<file path="config.mk">
export PLATFORM = sky130hd
export DESIGN_NAME = scwc_top
export DESIGN_NICKNAME = d
export VERILOG_FILES = /design/src/scwc_pkg.sv /design/src/scwc_top.sv /design/src/scwc_cfg_reg.sv
export SDC_FILE = /design/constraint.sdc
export NUM_CORES = 1
export LEC_CHECK = 0
export BUFFER_PORTS_ARGS = -buffer_cell sky130_fd_sc_hd__buf_2
export CORE_MARGIN = 3
export CORE_UTILIZATION = 49
export DETAILED_ROUTE_END_ITERATION = 12
export GPL_ROUTABILITY_DRIVEN = 0
export GPL_TIMING_DRIVEN = 0
export PLACE_DENSITY = 0.85
export SETUP_SLACK_MARGIN = 0.05
export SLEW_MARGIN = 15
export SYNTH_ARGS = -nofsm -noshare
export SYNTH_HDL_FRONTEND = slang
export SYNTH_SLANG_ARGS = --single-unit
</file>
<file path="constraint.sdc">
create_clock -name sys_clk -period 4.24 [get_ports sys_clk]
set_input_delay 0.424 -clock sys_clk [delete_from_list [all_inputs] [get_ports sys_clk]]
set_output_delay 0.424 -clock sys_clk [all_outputs]
set_load 0.005 [all_outputs]
</file>
<file path="src/scwc_pkg.sv">
// package: offsets, field layouts and reset values of the write configuration bank
package scwc_pkg;
  // ----------------------------------------
  // register byte offsets (one word each)
  // ----------------------------------------
  localparam logic [11:0] SCWC_OFF_INT_DMA = 12'h004;
  localparam logic [11:0] SCWC_OFF_VECTOR = 12'h008;
  localparam logic [11:0] SCWC_OFF_RX_PARAM = 12'h00C;
  localparam logic [11:0] SCWC_OFF_CLK_MODE = 12'h010;
  localparam logic [11:0] SCWC_OFF_TX_PARAM = 12'h014;
  localparam logic [11:0] SCWC_OFF_SYNC_ADDR = 12'h018;
  localparam logic [11:0] SCWC_OFF_STATUS = 12'h040;
  localparam logic [11:0] SCWC_OFF_HW_RESET = 12'h044;
  localparam int SCWC_REG_W = 8;
  localparam int SCWC_NUM_WO = 6;

  // ----------------------------------------
  // field positions
  // ----------------------------------------
  localparam int SCWC_RX_LEN_HI = 7;
  localparam int SCWC_RX_LEN_LO = 6;
  localparam int SCWC_RX_AUTO_EN = 5;
  localparam int SCWC_RX_HUNT = 4;
  localparam int SCWC_RX_CRC_EN = 3;
  localparam int SCWC_RX_ADDR_SRCH = 2;
  localparam int SCWC_RX_SYNC_INH = 1;
  localparam int SCWC_RX_ENABLE = 0;
  localparam int SCWC_TX_DTR = 7;
  localparam int SCWC_TX_LEN_HI = 6;
  localparam int SCWC_TX_LEN_LO = 5;
  localparam int SCWC_TX_BREAK = 4;
  localparam int SCWC_TX_ENABLE = 3;
  localparam int SCWC_TX_CRC_SEL = 2;
  localparam int SCWC_TX_RTS = 1;
  localparam int SCWC_TX_CRC_EN = 0;

  // ----------------------------------------
  // character length codes and bit counts
  // ----------------------------------------
  typedef enum logic [1:0] {
    SCWC_LEN_5 = 2'h0,
    SCWC_LEN_7 = 2'h1,
    SCWC_LEN_6 = 2'h2,
    SCWC_LEN_8 = 2'h3
  } scwc_char_len_t;
  localparam logic [3:0] SCWC_BITS_5 = 4'h5;
  localparam logic [3:0] SCWC_BITS_6 = 4'h6;
  localparam logic [3:0] SCWC_BITS_7 = 4'h7;
  localparam logic [3:0] SCWC_BITS_8 = 4'h8;

  // ----------------------------------------
  // hardware reset values and masks (mask bit set = field has a reset value)
  // ----------------------------------------
  localparam logic [7:0] SCWC_RST_INT_DMA = 8'h00;
  localparam logic [7:0] SCWC_MSK_INT_DMA = 8'hDB;
  localparam logic [7:0] SCWC_RST_RX_PARAM = 8'h00;
  localparam logic [7:0] SCWC_MSK_RX_PARAM = 8'h01;
  localparam logic [7:0] SCWC_RST_CLK_MODE = 8'h04;
  localparam logic [7:0] SCWC_MSK_CLK_MODE = 8'h05;
  localparam logic [7:0] SCWC_RST_TX_PARAM = 8'h00;
  localparam logic [7:0] SCWC_MSK_TX_PARAM = 8'h9E;
  localparam logic [7:0] SCWC_RST_OTHER = 8'h00;
  localparam logic [31:0] SCWC_READ_FILL = 32'h0000_0000;
endpackage : scwc_pkg

</file>
<file path="src/scwc_top.sv">
// serial channel write configuration bank with an APB slave
//
// Our own choices: the placing of the registers and the APB interface to the registers.
`timescale 1ns/10ps
module scwc_top
  import scwc_pkg::*;
(
  // clock and reset
  input wire logic sys_clk,
  input wire logic reset_n,
  // apb slave
  input wire logic psel,
  input wire logic penable,
  input wire logic pwrite,
  input wire logic [11:0] paddr,
  input wire logic [31:0] pwdata,
  input wire logic [3:0] pstrb,
  output logic [31:0] prdata,
  output logic pready,
  output logic pslverr,
  // modem handshake pins
  input wire logic cts_n_pin,
  input wire logic dcd_n_pin,
  // receiver controls
  output logic [3:0] rx_char_bits,
  output logic rx_auto_enable,
  output logic rx_hunt_pulse,
  output logic rx_crc_enable,
  output logic rx_addr_search,
  output logic rx_sync_load_inhibit,
  output logic rx_enable,
  output logic rx_assemble_enable,
  // transmitter controls
  output logic [3:0] tx_char_bits,
  output logic tx_enable,
  output logic tx_gate_enable,
  output logic tx_send_break,
  output logic tx_crc_enable,
  output logic tx_crc_select,
  output logic dtr_out,
  output logic rts_out,
  // other configuration bytes
  output logic [7:0] int_dma_control,
  output logic [7:0] interrupt_vector_value,
  output logic [7:0] clock_stop_sync_mode,
  output logic [7:0] sync_or_station_address
);
  import scwc_pkg::*;

  // ----------------------------------------
  // reset release
  // ----------------------------------------
  logic rst_sync1_reg;
  logic rst_sync1_next;
  logic rst_sync2_reg;
  logic rst_sync2_next;
  logic rst_n;

  // release waits two edges so no flop sees reset end close to an edge
  always_comb begin
    rst_sync1_next = 1'b1;
    rst_sync2_next = rst_sync1_reg;
  end

  always_ff @(posedge sys_clk or negedge reset_n) begin
    if (!reset_n) begin
      rst_sync1_reg <= 1'b0;
      rst_sync2_reg <= 1'b0;
    end else begin
      rst_sync1_reg <= rst_sync1_next;
      rst_sync2_reg <= rst_sync2_next;
    end
  end
  assign rst_n = rst_sync2_reg;

  // ----------------------------------------
  // modem pin synchronisers
  // ----------------------------------------
  logic [1:0] pin_s1_reg;
  logic [1:0] pin_s1_next;
  logic [1:0] pin_s2_reg;
  logic [1:0] pin_s2_next;

  // only the second stage is read by logic
  always_comb begin
    pin_s1_next = {dcd_n_pin, cts_n_pin};
    pin_s2_next = pin_s1_reg;
  end

  always_ff @(posedge sys_clk or negedge rst_n) begin
    if (!rst_n) begin
      pin_s1_reg <= 2'h3;
      pin_s2_reg <= 2'h3;
    end else begin
      pin_s1_reg <= pin_s1_next;
      pin_s2_reg <= pin_s2_next;
    end
  end

  // ----------------------------------------
  // apb decode
  // ----------------------------------------
  logic access;
  logic wr_access;
  logic rd_access;
  logic addr_mapped;
  logic [SCWC_NUM_WO-1:0] wr_sel;
  logic sw_hw_reset;
  logic hw_reset_pulse;

  assign access = psel && penable;
  assign wr_access = access && pwrite && pstrb[0];
  assign rd_access = access && !pwrite;

  always_comb begin
    wr_sel = '0;
    addr_mapped = 1'b1;
    sw_hw_reset = 1'b0;
    unique case (paddr)
      SCWC_OFF_INT_DMA: wr_sel[0] = wr_access;
      SCWC_OFF_VECTOR: wr_sel[1] = wr_access;
      SCWC_OFF_RX_PARAM: wr_sel[2] = wr_access;
      SCWC_OFF_CLK_MODE: wr_sel[3] = wr_access;
      SCWC_OFF_TX_PARAM: wr_sel[4] = wr_access;
      SCWC_OFF_SYNC_ADDR: wr_sel[5] = wr_access;
      SCWC_OFF_STATUS: addr_mapped = 1'b1;
      SCWC_OFF_HW_RESET: sw_hw_reset = wr_access && pwdata[0];
      default: addr_mapped = 1'b0;
    endcase
  end

  // software reset re-applies documented reset values one cycle later
  logic hw_rst_reg;
  logic hw_rst_next;
  always_comb begin
    hw_rst_next = sw_hw_reset;
  end
  always_ff @(posedge sys_clk or negedge rst_n) begin
    if (!rst_n) begin
      hw_rst_reg <= 1'b0;
    end else begin
      hw_rst_reg <= hw_rst_next;
    end
  end
  assign hw_reset_pulse = hw_rst_reg;

  // ----------------------------------------
  // configuration bytes
  // ----------------------------------------
  logic [7:0] rx_param;
  logic [7:0] tx_param;
  logic [7:0] rx_param_wdata;

  // hunt bit is a command, not stored state
  assign rx_param_wdata = pwdata[7:0] & ~(8'h01 << SCWC_RX_HUNT);

  scwc_cfg_reg #(.RESET_VALUE(SCWC_RST_INT_DMA), .RESET_MASK(SCWC_MSK_INT_DMA)) u_int_dma (
    .clk(sys_clk),
    .rst_n(rst_n),
    .hw_reset(hw_reset_pulse),
    .wr_en(wr_sel[0]),
    .wr_data(pwdata[7:0]),
    .value(int_dma_control)
  );

  scwc_cfg_reg #(.RESET_VALUE(SCWC_RST_OTHER), .RESET_MASK(SCWC_RST_OTHER)) u_vector (
    .clk(sys_clk),
    .rst_n(rst_n),
    .hw_reset(hw_reset_pulse),
    .wr_en(wr_sel[1]),
    .wr_data(pwdata[7:0]),
    .value(interrupt_vector_value)
  );

  scwc_cfg_reg #(.RESET_VALUE(SCWC_RST_RX_PARAM), .RESET_MASK(SCWC_MSK_RX_PARAM)) u_rx_param (
    .clk(sys_clk),
    .rst_n(rst_n),
    .hw_reset(hw_reset_pulse),
    .wr_en(wr_sel[2]),
    .wr_data(rx_param_wdata),
    .value(rx_param)
  );

  scwc_cfg_reg #(.RESET_VALUE(SCWC_RST_CLK_MODE), .RESET_MASK(SCWC_MSK_CLK_MODE)) u_clk_mode (
    .clk(sys_clk),
    .rst_n(rst_n),
    .hw_reset(hw_reset_pulse),
    .wr_en(wr_sel[3]),
    .wr_data(pwdata[7:0]),
    .value(clock_stop_sync_mode)
  );

  scwc_cfg_reg #(.RESET_VALUE(SCWC_RST_TX_PARAM), .RESET_MASK(SCWC_MSK_TX_PARAM)) u_tx_param (
    .clk(sys_clk),
    .rst_n(rst_n),
    .hw_reset(hw_reset_pulse),
    .wr_en(wr_sel[4]),
    .wr_data(pwdata[7:0]),
    .value(tx_param)
  );

  scwc_cfg_reg #(.RESET_VALUE(SCWC_RST_OTHER), .RESET_MASK(SCWC_RST_OTHER)) u_sync_addr (
    .clk(sys_clk),
    .rst_n(rst_n),
    .hw_reset(hw_reset_pulse),
    .wr_en(wr_sel[5]),
    .wr_data(pwdata[7:0]),
    .value(sync_or_station_address)
  );

  // ----------------------------------------
  // hunt command and status
  // ----------------------------------------
  logic hunt_reg;
  logic hunt_next;
  logic hunt_seen_reg;
  logic hunt_seen_next;
  logic status_rd;

  assign status_rd = rd_access && (paddr == SCWC_OFF_STATUS);

  always_comb begin
    hunt_next = wr_sel[2] && pwdata[SCWC_RX_HUNT];
    hunt_seen_next = hunt_seen_reg;
    // a new hunt request wins over the read-clear
    if (hunt_reg) begin
      hunt_seen_next = 1'b1;
    end else if (status_rd) begin
      hunt_seen_next = 1'b0;
    end
  end

  always_ff @(posedge sys_clk or negedge rst_n) begin
    if (!rst_n) begin
      hunt_reg <= 1'b0;
      hunt_seen_reg <= 1'b0;
    end else begin
      hunt_reg <= hunt_next;
      hunt_seen_reg <= hunt_seen_next;
    end
  end

  // ----------------------------------------
  // decoded controls
  // ----------------------------------------
  function automatic logic [3:0] scwc_len_bits(input logic [1:0] code);
    logic [3:0] bits;
    bits = SCWC_BITS_8;
    unique case (scwc_char_len_t'(code))
      SCWC_LEN_5: bits = SCWC_BITS_5;
      SCWC_LEN_7: bits = SCWC_BITS_7;
      SCWC_LEN_6: bits = SCWC_BITS_6;
      SCWC_LEN_8: bits = SCWC_BITS_8;
    endcase
    return bits;
  endfunction

  logic gate_rx;
  logic gate_tx;

  assign rx_char_bits = scwc_len_bits(rx_param[SCWC_RX_LEN_HI:SCWC_RX_LEN_LO]);
  assign tx_char_bits = scwc_len_bits(tx_param[SCWC_TX_LEN_HI:SCWC_TX_LEN_LO]);
  assign rx_auto_enable = rx_param[SCWC_RX_AUTO_EN];
  assign rx_hunt_pulse = hunt_reg;
  assign rx_crc_enable = rx_param[SCWC_RX_CRC_EN];
  assign rx_addr_search = rx_param[SCWC_RX_ADDR_SRCH];
  assign rx_sync_load_inhibit = rx_param[SCWC_RX_SYNC_INH];
  assign rx_enable = rx_param[SCWC_RX_ENABLE];

  // with auto enable, carrier gates the receiver and clear-to-send the transmitter
  assign gate_rx = !rx_auto_enable || !pin_s2_reg[1];
  assign gate_tx = !rx_auto_enable || !pin_s2_reg[0];
  assign rx_assemble_enable = rx_enable && gate_rx;
  assign tx_enable = tx_param[SCWC_TX_ENABLE];
  assign tx_gate_enable = tx_enable && gate_tx;
  assign tx_send_break = tx_param[SCWC_TX_BREAK];
  assign tx_crc_enable = tx_param[SCWC_TX_CRC_EN];
  assign tx_crc_select = tx_param[SCWC_TX_CRC_SEL];
  assign dtr_out = tx_param[SCWC_TX_DTR];
  assign rts_out = tx_param[SCWC_TX_RTS];

  // ----------------------------------------
  // read path
  // ----------------------------------------
  logic [31:0] rdata;
  always_comb begin
    // config bytes are write-only: they read as fill
    rdata = SCWC_READ_FILL;
    if (paddr == SCWC_OFF_STATUS) begin
      rdata = {26'h0, pin_s2_reg, hunt_seen_reg, hw_rst_reg, rx_assemble_enable, tx_gate_enable};
    end
  end

  assign prdata = rdata;
  // zero wait states: unmapped addresses flag an error but never stall the bus
  assign pready = 1'b1;
  assign pslverr = access && !addr_mapped;
endmodule // scwc_top

</file>
<file path="src/scwc_cfg_reg.sv">
// one write-only configuration byte with partial hardware reset
`timescale 1ns/10ps
module scwc_cfg_reg #(
  parameter logic [7:0] RESET_VALUE = 8'h00,
  parameter logic [7:0] RESET_MASK = 8'h00
) (
  // clock and reset
  input wire logic clk,
  input wire logic rst_n,
  // write port
  input wire logic hw_reset,
  input wire logic wr_en,
  input wire logic [7:0] wr_data,
  // stored value
  output logic [7:0] value
);
  logic [7:0] value_reg;
  logic [7:0] value_next;

  always_comb begin
    value_next = value_reg;
    if (wr_en) begin
      value_next = wr_data;
    end else if (hw_reset) begin
      // indeterminate fields keep their value
      value_next = (value_reg & ~RESET_MASK) | (RESET_VALUE & RESET_MASK);
    end
  end

  always_ff @(posedge clk or negedge rst_n) begin
    if (!rst_n) begin
      value_reg <= RESET_VALUE;
    end else begin
      value_reg <= value_next;
    end
  end

  assign value = value_reg;
endmodule // scwc_cfg_reg

</file>
# [Word level (Yosys, flattened, before mapping)]
# Index checks and enable logic that the tools add are counted.
# Widths: inputs -> output; s select.
[totals] output_inout_bits=88 elab_cells=77 ff_bits=57 in_bits=55
[op_classes] n_eq_ne=14 reduce_logical=25 muxes=21
[ops] op="$mux 8" n=6
[ops] op="$eq 12x5->1 const B" n=3
[ops] op="$pmux 4 s4" n=2
[ops] op="$eq 12x4->1 const B" n=2
[ops] op="$eq 12x7->1 const B" n=2
[ops] op="$eq 12x3->1 const B" n=1
[ops] op="$mux 1" n=11
[ops] op="$logic_and 1x1->1" n=10
[ops] op="$reduce_bool 2->1" n=5
[ops] op="$eq 2x2->1 const B" n=4
[ops] op="$reduce_or 8->1" n=1
[ops] op="$mux 6" n=1
[ops] op="$logic_not 1->1" n=5
[ops] op="$eq 2x1->1 const B" n=2
[ops] op="$logic_not 2->1" n=2
[ops] op="$mux 3" n=1
[ops] op="$logic_or 1x1->1" n=2

# [Depth between registers and ports, before layout]
# Gate-level depths: netlist (run 1).
[depth] word_depth=5 ltp_mapped=5 depth_no_buf=3

# [Cells and area by module]
# From an unflattened synthesis (run 1), not the netlist that was laid out.
[unflattened] cells_unflattened=203 hier_area_um2=2782.7
[modules_own_cells] module="scwc_top" seq_area_each_um2=230.2 n_inst=1 cells_each=95 area_each_um2=837.1
[modules_own_cells] module="scwc_cfg_reg at u_sync_addr ..." seq_area_each_um2=200.2 n_inst=2 cells_each=17 area_each_um2=331.6
[modules_own_cells] module="scwc_cfg_reg at u_rx_param" seq_area_each_um2=200.2 n_inst=1 cells_each=18 area_each_um2=329.1
[modules_own_cells] module="scwc_cfg_reg at u_clk_mode" seq_area_each_um2=201.4 n_inst=1 cells_each=20 area_each_um2=327.8
[modules_own_cells] module="scwc_cfg_reg at u_int_dma" seq_area_each_um2=200.2 n_inst=1 cells_each=18 area_each_um2=314.1
[modules_own_cells] module="scwc_cfg_reg at u_tx_param" seq_area_each_um2=200.2 n_inst=1 cells_each=18 area_each_um2=311.5

# [Worst setup path after synthesis (run 1)]
# OpenSTA, ideal clock, no wires.
[synth_timing] kind="in2out" startpoint="input port paddr[9]" endpoint="output port prdata[2]" path_stages=3 required_time_ns=3.816 path_buffers=0 t_arrival_ns=1.583 setup_slack_ns=2.233 path_cell_list="nor4_4 > and3_2 > and2_1"
[synth_via] elab_chain_cells=2
[synth_rtl] item="start: declaration" line_no="scwc_top.sv:15" source="input wire logic [11:0] paddr,"
[synth_rtl] item="$eq 12x7->1" line_no="scwc_top.sv:289" source="if (paddr == SCWC_OFF_STATUS) begin"
[synth_rtl] item="$mux 6" line_no="scwc_top.sv:289"
[synth_rtl] item="end: declaration" line_no="scwc_top.sv:18" source="output logic [31:0] prdata,"
# Every way passes these cells.

# [Worst setup path in the final report (run 1)]
[layout_timing] startpoint="input port paddr[5]" endpoint="output port prdata[3]"
# Same word-level chain as after synthesis.

==> results of run 1 <==
==> what timing repair did <==
item | 4_1_cts | 5_1_grt
hold buffers | 1 | 0
hold endpoints to repair | 2 | 0
buffers inserted | 0 | 0
==> cells in the mapped netlist (all sizes together) <==
| cell | n | area share [%] |
|---|---|---|
| a21boi | 2 | 0.54 |
| a21o | 1 | 0.27 |
| a21oi | 2 | 0.36 |
| a41oi | 1 | 0.31 |
| and2 | 6 | 1.3 |
| and3 | 1 | 0.27 |
| and4 | 2 | 0.62 |
| buf | 29 | 7.8 |
| clkbuf | 5 | 0.67 |
| conb | 2 | 0.27 |
| dfrtp | 51 | 46 |
| dfstp | 5 | 4.7 |
| ha | 8 | 3.6 |
| inv | 7 | 0.94 |
| mux2 | 45 | 19 |
| mux2i | 2 | 0.71 |
| nand2 | 3 | 0.40 |
| nand2b | 1 | 0.22 |
| nand4 | 6 | 4.0 |
| nor2 | 3 | 0.40 |
| nor2b | 12 | 2.7 |
| nor3 | 1 | 0.18 |
| nor4 | 4 | 2.0 |
| nor4b | 4 | 1.2 |
| nor4bb | 3 | 1.1 |
| or2 | 2 | 0.45 |
| or4bb | 1 | 0.40 |
==> path summary, 6_finish.rpt <==
| path | endpoint | slack, ns | cells past startpoint |
|---|---|---|---|
| worst max-delay path | prdata[3] | 1.87 | 5 |
| worst max register to register | u_int_dma.value[6] | 2.89 | 3 |
| min in group asynchronous | u_vector.value[7] | 0.28 | 0 |
| worst min-delay path | pin_s1_reg[1] | 0.22 | 1 |
| worst min register to register | u_vector.value[7] | 0.28 | 0 |
| max in group asynchronous | pin_s1_reg[1] | 3.33 | 1 |
==> stage by stage <==
step | area [um^2] | power [mW]
after floorplan | 2900 | 0.596
after global placement | 3420 | 0.621
after detailed placement | 3450 | 0.624
after CTS | 3550 | 0.926
after global routing | 3550 | 0.958
final | 3550 | 0.915
==> logic make-up (layout without fill, tap and decap cells) <==
kind of cell             Yosys count  in the layout  synth area share, %
flip-flops                        56             56                 50.2
other                              2             28                0.268
AND/OR/NAND/NOR                   49             49                 15.3
AO/OA/AOI/OAI                      6              6                 1.47
multiplexers                      47             47                 19.9
buffers and inverters             41            138                 9.37
adder cells (fa/ha/maj)            8              8                 3.57
==> routing by layer <==
layer	vias up	track usage [%]
li1	920	-
met4	0	3.99
met2	70	29.7
met1	929	22.9
met5	-	0
met3	4	3.18
==> worst register-to-register path, stage by stage (launching register included) <==
cell and delay, ns:
dfrtp_1 0.45, clkbuf_1 0.43, nor2b_1 0.10, mux2_2 0.28
==> cell usage in the layout, fill, tap and decap left out, types with 3 or more instances in the layout <==
cell type and instances:
nor2_1 3, dfrtp_1 50, dfstp_2 5, nor2b_1 12, and2_1 6, nand2_1 3, clkbuf_1 6, buf_4 27
nand4_4 5, mux2_2 37, conb_1 28, inv_1 7, buf_2 87, nor4b_1 4, clkbuf_8 6, nor4bb_1 3
mux2_4 8, ha_1 8
==> layout make-up <==
class	count	area share (%)
multi-input cells	138	34.7
repair buffers	89	13.1
flip-flops and latches	56	39.7
clock inverters	1	0.247
clock buffers	7	2.43
inverters	7	0.740
plain buffers	34	6.66
well taps	70	2.47
==> power by group through the flow <==
stage | logic, mW | clock network, mW | registers, mW
after CTS | 0.0702 | 0.311 | 0.545
after global placement | 0.0612 | 0 | 0.559
after global routing | 0.0794 | 0.332 | 0.546
after floorplan | 0.0388 | 0 | 0.557
after detailed placement | 0.0693 | 0 | 0.555
final | 0.0711 | 0.299 | 0.544
==> reports/metrics.yaml, run 1 <==
flow_run:
  drv_cap: 0
sta:
  fmax_mhz: 422
  hold_ws_ns: 0.217
  final.setup.tns_ns: 0
  hold_violations: 0
  worst_pin_slew_ns: 0.854
  skew_ns: 0.00710
  setup_viol: 0
  rsz0062_at_grt: "no"
  fin_crit_ns: 2.37
  worst_slack_ns: 1.87
  maxSlewHeadroom_pct: 42.7
  slew_viol_final: 0
  period_share_pct: 55.8
setup_path:
  worst-setup-path-type: "in -> out"
  path_cells: "buf_2, nor4_4, and3_2, and2_1, buf_2"
  cp_slowest_cell: "nor4_4"
  worstPathMaxFanout: 9
  arrival_ns: 1.94
  crit_required_ns: 3.82
  max_stage_delay_ns: 0.77
  startpoint: "paddr[5]"
  crit_path_end_kind: "output port"
  cp_top_family: "simple AND/OR/NAND/NOR gates"
  worst-path-buf-inv: 2
  rr_startpoint: "hw_reset_pulse"
  crit_path_frequent_cell: "buf_2"
  cp-start-kind: "input pin"
route:
  wl_met1_um: 2440
  vias_per_cell: 4.78
  vias: 1923
  wirelength_um: 5690
  wl_met3_um: 399
  highest_layer: "met4"
  drtPass1Iterations: 4
  postRouteAntennaNets: 0
  dr_wl_met2_um: 2820
  first_iter_violations: 40
  remaining_drc_errors: 0
  wl_per_cell_um: 14.2
hold_path:
  min-delay-start: "dcd_n_pin"
  hp-class: "in -> reg"
die:
  initial_core_util_pct: 52.9
  die_area_um2: 6670
  die_w_um: 81.6
  core_um2: 5300
  rows: 26
  die_h_um: 81.6
  ioPinCount: 143
power_and_ir_drop:
  combPwrFrac_pct: 7.8
  p_leak_nw: 2.07
  p_sw_mw: 0.208
  p_int_mw: 0.707
  p_seq_share_pct: 59.5
  ir_worst_vdd_uv: 143
  pwr-share-clk_pct: 32.7
  powerDensity_nw_per_um2: 258
  swShare_pct: 22.8
global_route:
  grt_first_pass_wirelength_um: 8770
  grt_max_degree: 29
  grt_usage_pct: 17.3
  gr-total-overflow: 0
  antenna_found_initial: 0
  grt_pass1_vias: 1812
cts:
  cts_tree: "done"
  cts_buffer_depth: 2
  numCtsBuffers: 5
  htreeDepth: 2
  clock_latency_ns: 0.30
  cts_sinks: 56
  cts_resized: 0
  path_clk_slew_ns: 0.09
  root_buffer: "clkbuf_8"
yosys:
  syn_area_per_cell_um2: 13.4
  synthCells: 209
  synth_area_um2: 2800
  ys_seq_elements: 56
  ys_types: 32
  yosysWarnings: 0
  yosysSeqAreaShare_pct: 50.2
cells_and_area:
  n_fill_cell: 418
  drive_gt1_share_pct: 55.4
  register_area_um2: 1410
  diodes: 0
  fin_nets: 394
  final_cells: 402
  multi_input_area_um2: 1230
  area_delta_synth_final_pct: 26.6
  final_util_pct: 67.0
status:
  status: "completed"
placed_design:
  numPortBuffers: 87
  dp.cells: 393
  place_ws_ns: 1.86
  place_hpwl_um: 4280
Note: power is estimated with default switching activity, not from simulation.
==> run 2, diff against run 1 <==
- CORE_UTILIZATION: 49 -> 41
- PLACE_DENSITY: 0.85 -> 0.76
- clock period: 4.24 -> 2.1 ns (I/O delays scaled with it)
==> reports/metrics.yaml, run 2 (synthesized netlist as in run 1, its figures left out) <==
cells_and_area:
  final_common_cell: "buf_2"
  mostFrequentLayoutCells: "87 x buf_2, 50 x dfrtp_1, 37 x mux2_2, 31 x buf_4, 28 x conb_1"
  drive_gt1_share_pct: 55.9  # +0.50 points
  fin_nets: 400  # +1.5%
  postLayoutCellArea_um2: 3610  # +1.6%
  final_cells: 415  # +3.2%
  n_fill_cell: 562  # +34%
  diodes: 0  # unchanged
  area_delta_synth_final_pct: 28.6
setup_path:
  crit_path_end_kind: "output port"
  path_cells: "clkbuf_1, and2_1, buf_2"
  arrival_ns: 1.51  # -0.43 ns
  timing.rr.end: "u_int_dma.value[6]"
  cp-start-kind: "flip-flop"
  crit_required_ns: 1.89  # -1.93 ns
  max_stage_delay_ns: 0.48  # -0.29 ns
  rr_startpoint: "hw_reset_pulse"
  cp_slowest_cell: "dfrtp_1"
  worst-setup-path-type: "reg -> out"
  r2r_slack_ns: 0.72  # -2.17 ns
  worstPathMaxFanout: 10  # +1
  reg2regPathDepth: 3  # unchanged
cts:
  numCtsBuffers: 5  # unchanged
  cts_tree: "done"
  cts_resized: 0  # unchanged
  root_buffer: "clkbuf_8"
  cts_buffer_depth: 2  # unchanged
  clock_latency_ns: 0.30  # about the same
  path_clk_slew_ns: 0.10  # about the same
  htreeDepth: 2  # unchanged
  cts_sinks: 56  # unchanged
power_and_ir_drop:
  p_int_mw: 1.40  # +98%
  p_leak_nw: 2.10  # +1.4%
  swShare_pct: 24.1  # +1.4 points
  p_sw_mw: 0.446  # +110%
  pwr-share-clk_pct: 32.3  # -0.4 points
  combPwrFrac_pct: 8.2  # +0.4 points
  powerDensity_nw_per_um2: 512  # +99%
  p_seq_share_pct: 59.5  # about the same
  ir_worst_vdd_uv: 458  # +220%
sta:
  period_share_pct: 81.9
  rsz0062_at_grt: "no"
  maxSlewHeadroom_pct: 56.4  # +14 points
  slew_viol_final: 0  # unchanged
  hold_violations: 0  # unchanged
  worst_pin_slew_ns: 0.654  # -0.200 ns
  setup_viol: 0  # unchanged
  fin_crit_ns: 1.72
  skew_ns: 0.00251  # -0.00459 ns
  fmax_mhz: 582
route:
  postRouteAntennaNets: 0  # unchanged
  vias_per_cell: 4.68  # -2.2%
  vias: 1942  # +0.99%
  remaining_drc_errors: 0  # unchanged
  first_iter_violations: 92  # +130%
  drtPass1Iterations: 4  # unchanged
  wl_per_cell_um: 14.7  # +3.6%
  wirelength_um: 6080  # +6.9%
die:
  ioPinCount: 143  # unchanged
  core_um2: 6490  # +22%
  die_w_um: 88.7  # +8.6%
  die_h_um: 88.7  # +8.6%
  die_area_um2: 7870  # +18%
  initial_core_util_pct: 43.2  # -9.7 points
  rows: 29  # +12%
flow_run:
  drv_cap: 0  # unchanged
global_route:
  antenna_found_initial: 0  # unchanged
  grt_usage_pct: 15.6  # -1.7 points
  grt_first_pass_wirelength_um: 9090  # +3.7%
  gr-total-overflow: 0  # unchanged
  grt_max_degree: 31  # +6.9%
  grt_pass1_vias: 1774  # -2.1%
placed_design:
  dp.cells: 400  # +1.8%
  numPortBuffers: 87  # unchanged
  place_hpwl_um: 4400  # +2.8%
  placed_cell_area_um2: 3450  # +0.25%
hold_path:
  worstHoldPathCells: 3  # +2
  holdPathEnd: "u_clk_mode.value[2]"
  hp-class: "in -> reg"
  min-delay-start: "pwdata[2]"
status:
  status: "completed"
==> run 2: cell count changes in the layout (fill, tap and decap cells not counted), sizes merged <==
cell,change
buf,+4
clkbuf,-2
clkinv,+1
dlygate4sd3,+2
inv,+1
==> run 2: final cells by class <==
type / count / area [um^2] / area share, %
clock buffers: 5 / 68.8 / 1.91
multi-input cells: 138 / 1230 / 34.1
flip-flops and latches: 56 / 1410 / 39.1
repair buffers: 95 / 515 / 14.3
plain buffers: 34 / 236 / 6.56
inverters: 7 / 26.3 / 0.729
well taps: 77 / 96.3 / 2.67
clock inverters: 3 / 22.5 / 0.625
==> run 2: routing by layer <==
layer	share of wire [%]	vias to the layer above	wire, um	global-route usage, %
met5	0	-	0	0
met1	43	930	2610	21.1
met2	49	76	2980	24.9
met4	0.82	0	50	4.12
met3	7.2	6	439	4.28
li1	-	930	-	-
==> run 2: worst max path at each step <==
stage	startpoint	endpoint	slack, ns
CTS	paddr[9]	prdata[3]	0.14
global placement	rst_n	hunt_seen_reg	-0.16
global route	hw_reset_pulse	prdata[2]	0.29
detailed placement	paddr[9]	u_vector.value[7]	0.009
finish	hw_reset_pulse	prdata[2]	0.38
floorplan	paddr[5]	u_vector.value[0]	0.34
==> run 2: power by group through the flow <==
stage	logic (mW)	clock network [mW]	registers, mW
5_1_grt	0.168	0.665	1.10
3_5_place_dp	0.142	0	1.12
3_3_place_gp	0.124	0	1.13
6_report	0.151	0.597	1.10
2_1_floorplan	0.0784	0	1.12
4_1_cts	0.146	0.622	1.10
==> run 2: worst max-delay path: cells and delay by family (launching register included) <==
| kind | cells | cell delay [ns] |
|---|---|---|
| and+or+nand+nor | 1 | 0.19 |
| buffers and inverters | 2 | 0.53 |
| DFF | 1 | 0.48 |
==> run 2: repair_timing <==
item | in CTS | in global routing
endpoints found under the setup margin | 0 | 1
setup buffers | 0 | 4
hold buffers | 3 | 0
endpoints found under the hold margin | 4 | 0
==> run 2: metrics by stage <==
step | util (%) | hold WS, ns | setup TNS, ns | setup slack [ns] | power, mW
2_1_floorplan | - | -0.0856 | 0 | 0.340 | 1.20
4_1_cts | 55.1 | 0.156 | 0 | 0.140 | 1.87
5_1_grt | 55.5 | 0.153 | 0 | 0.294 | 1.93
3_5_place_dp | 53.2 | -0.000123 | 0 | 0.00854 | 1.26
6_report | 55.5 | 0.163 | 0 | 0.380 | 1.85
3_3_place_gp | 52.9 | -0.00296 | -7.89 | -0.163 | 1.25
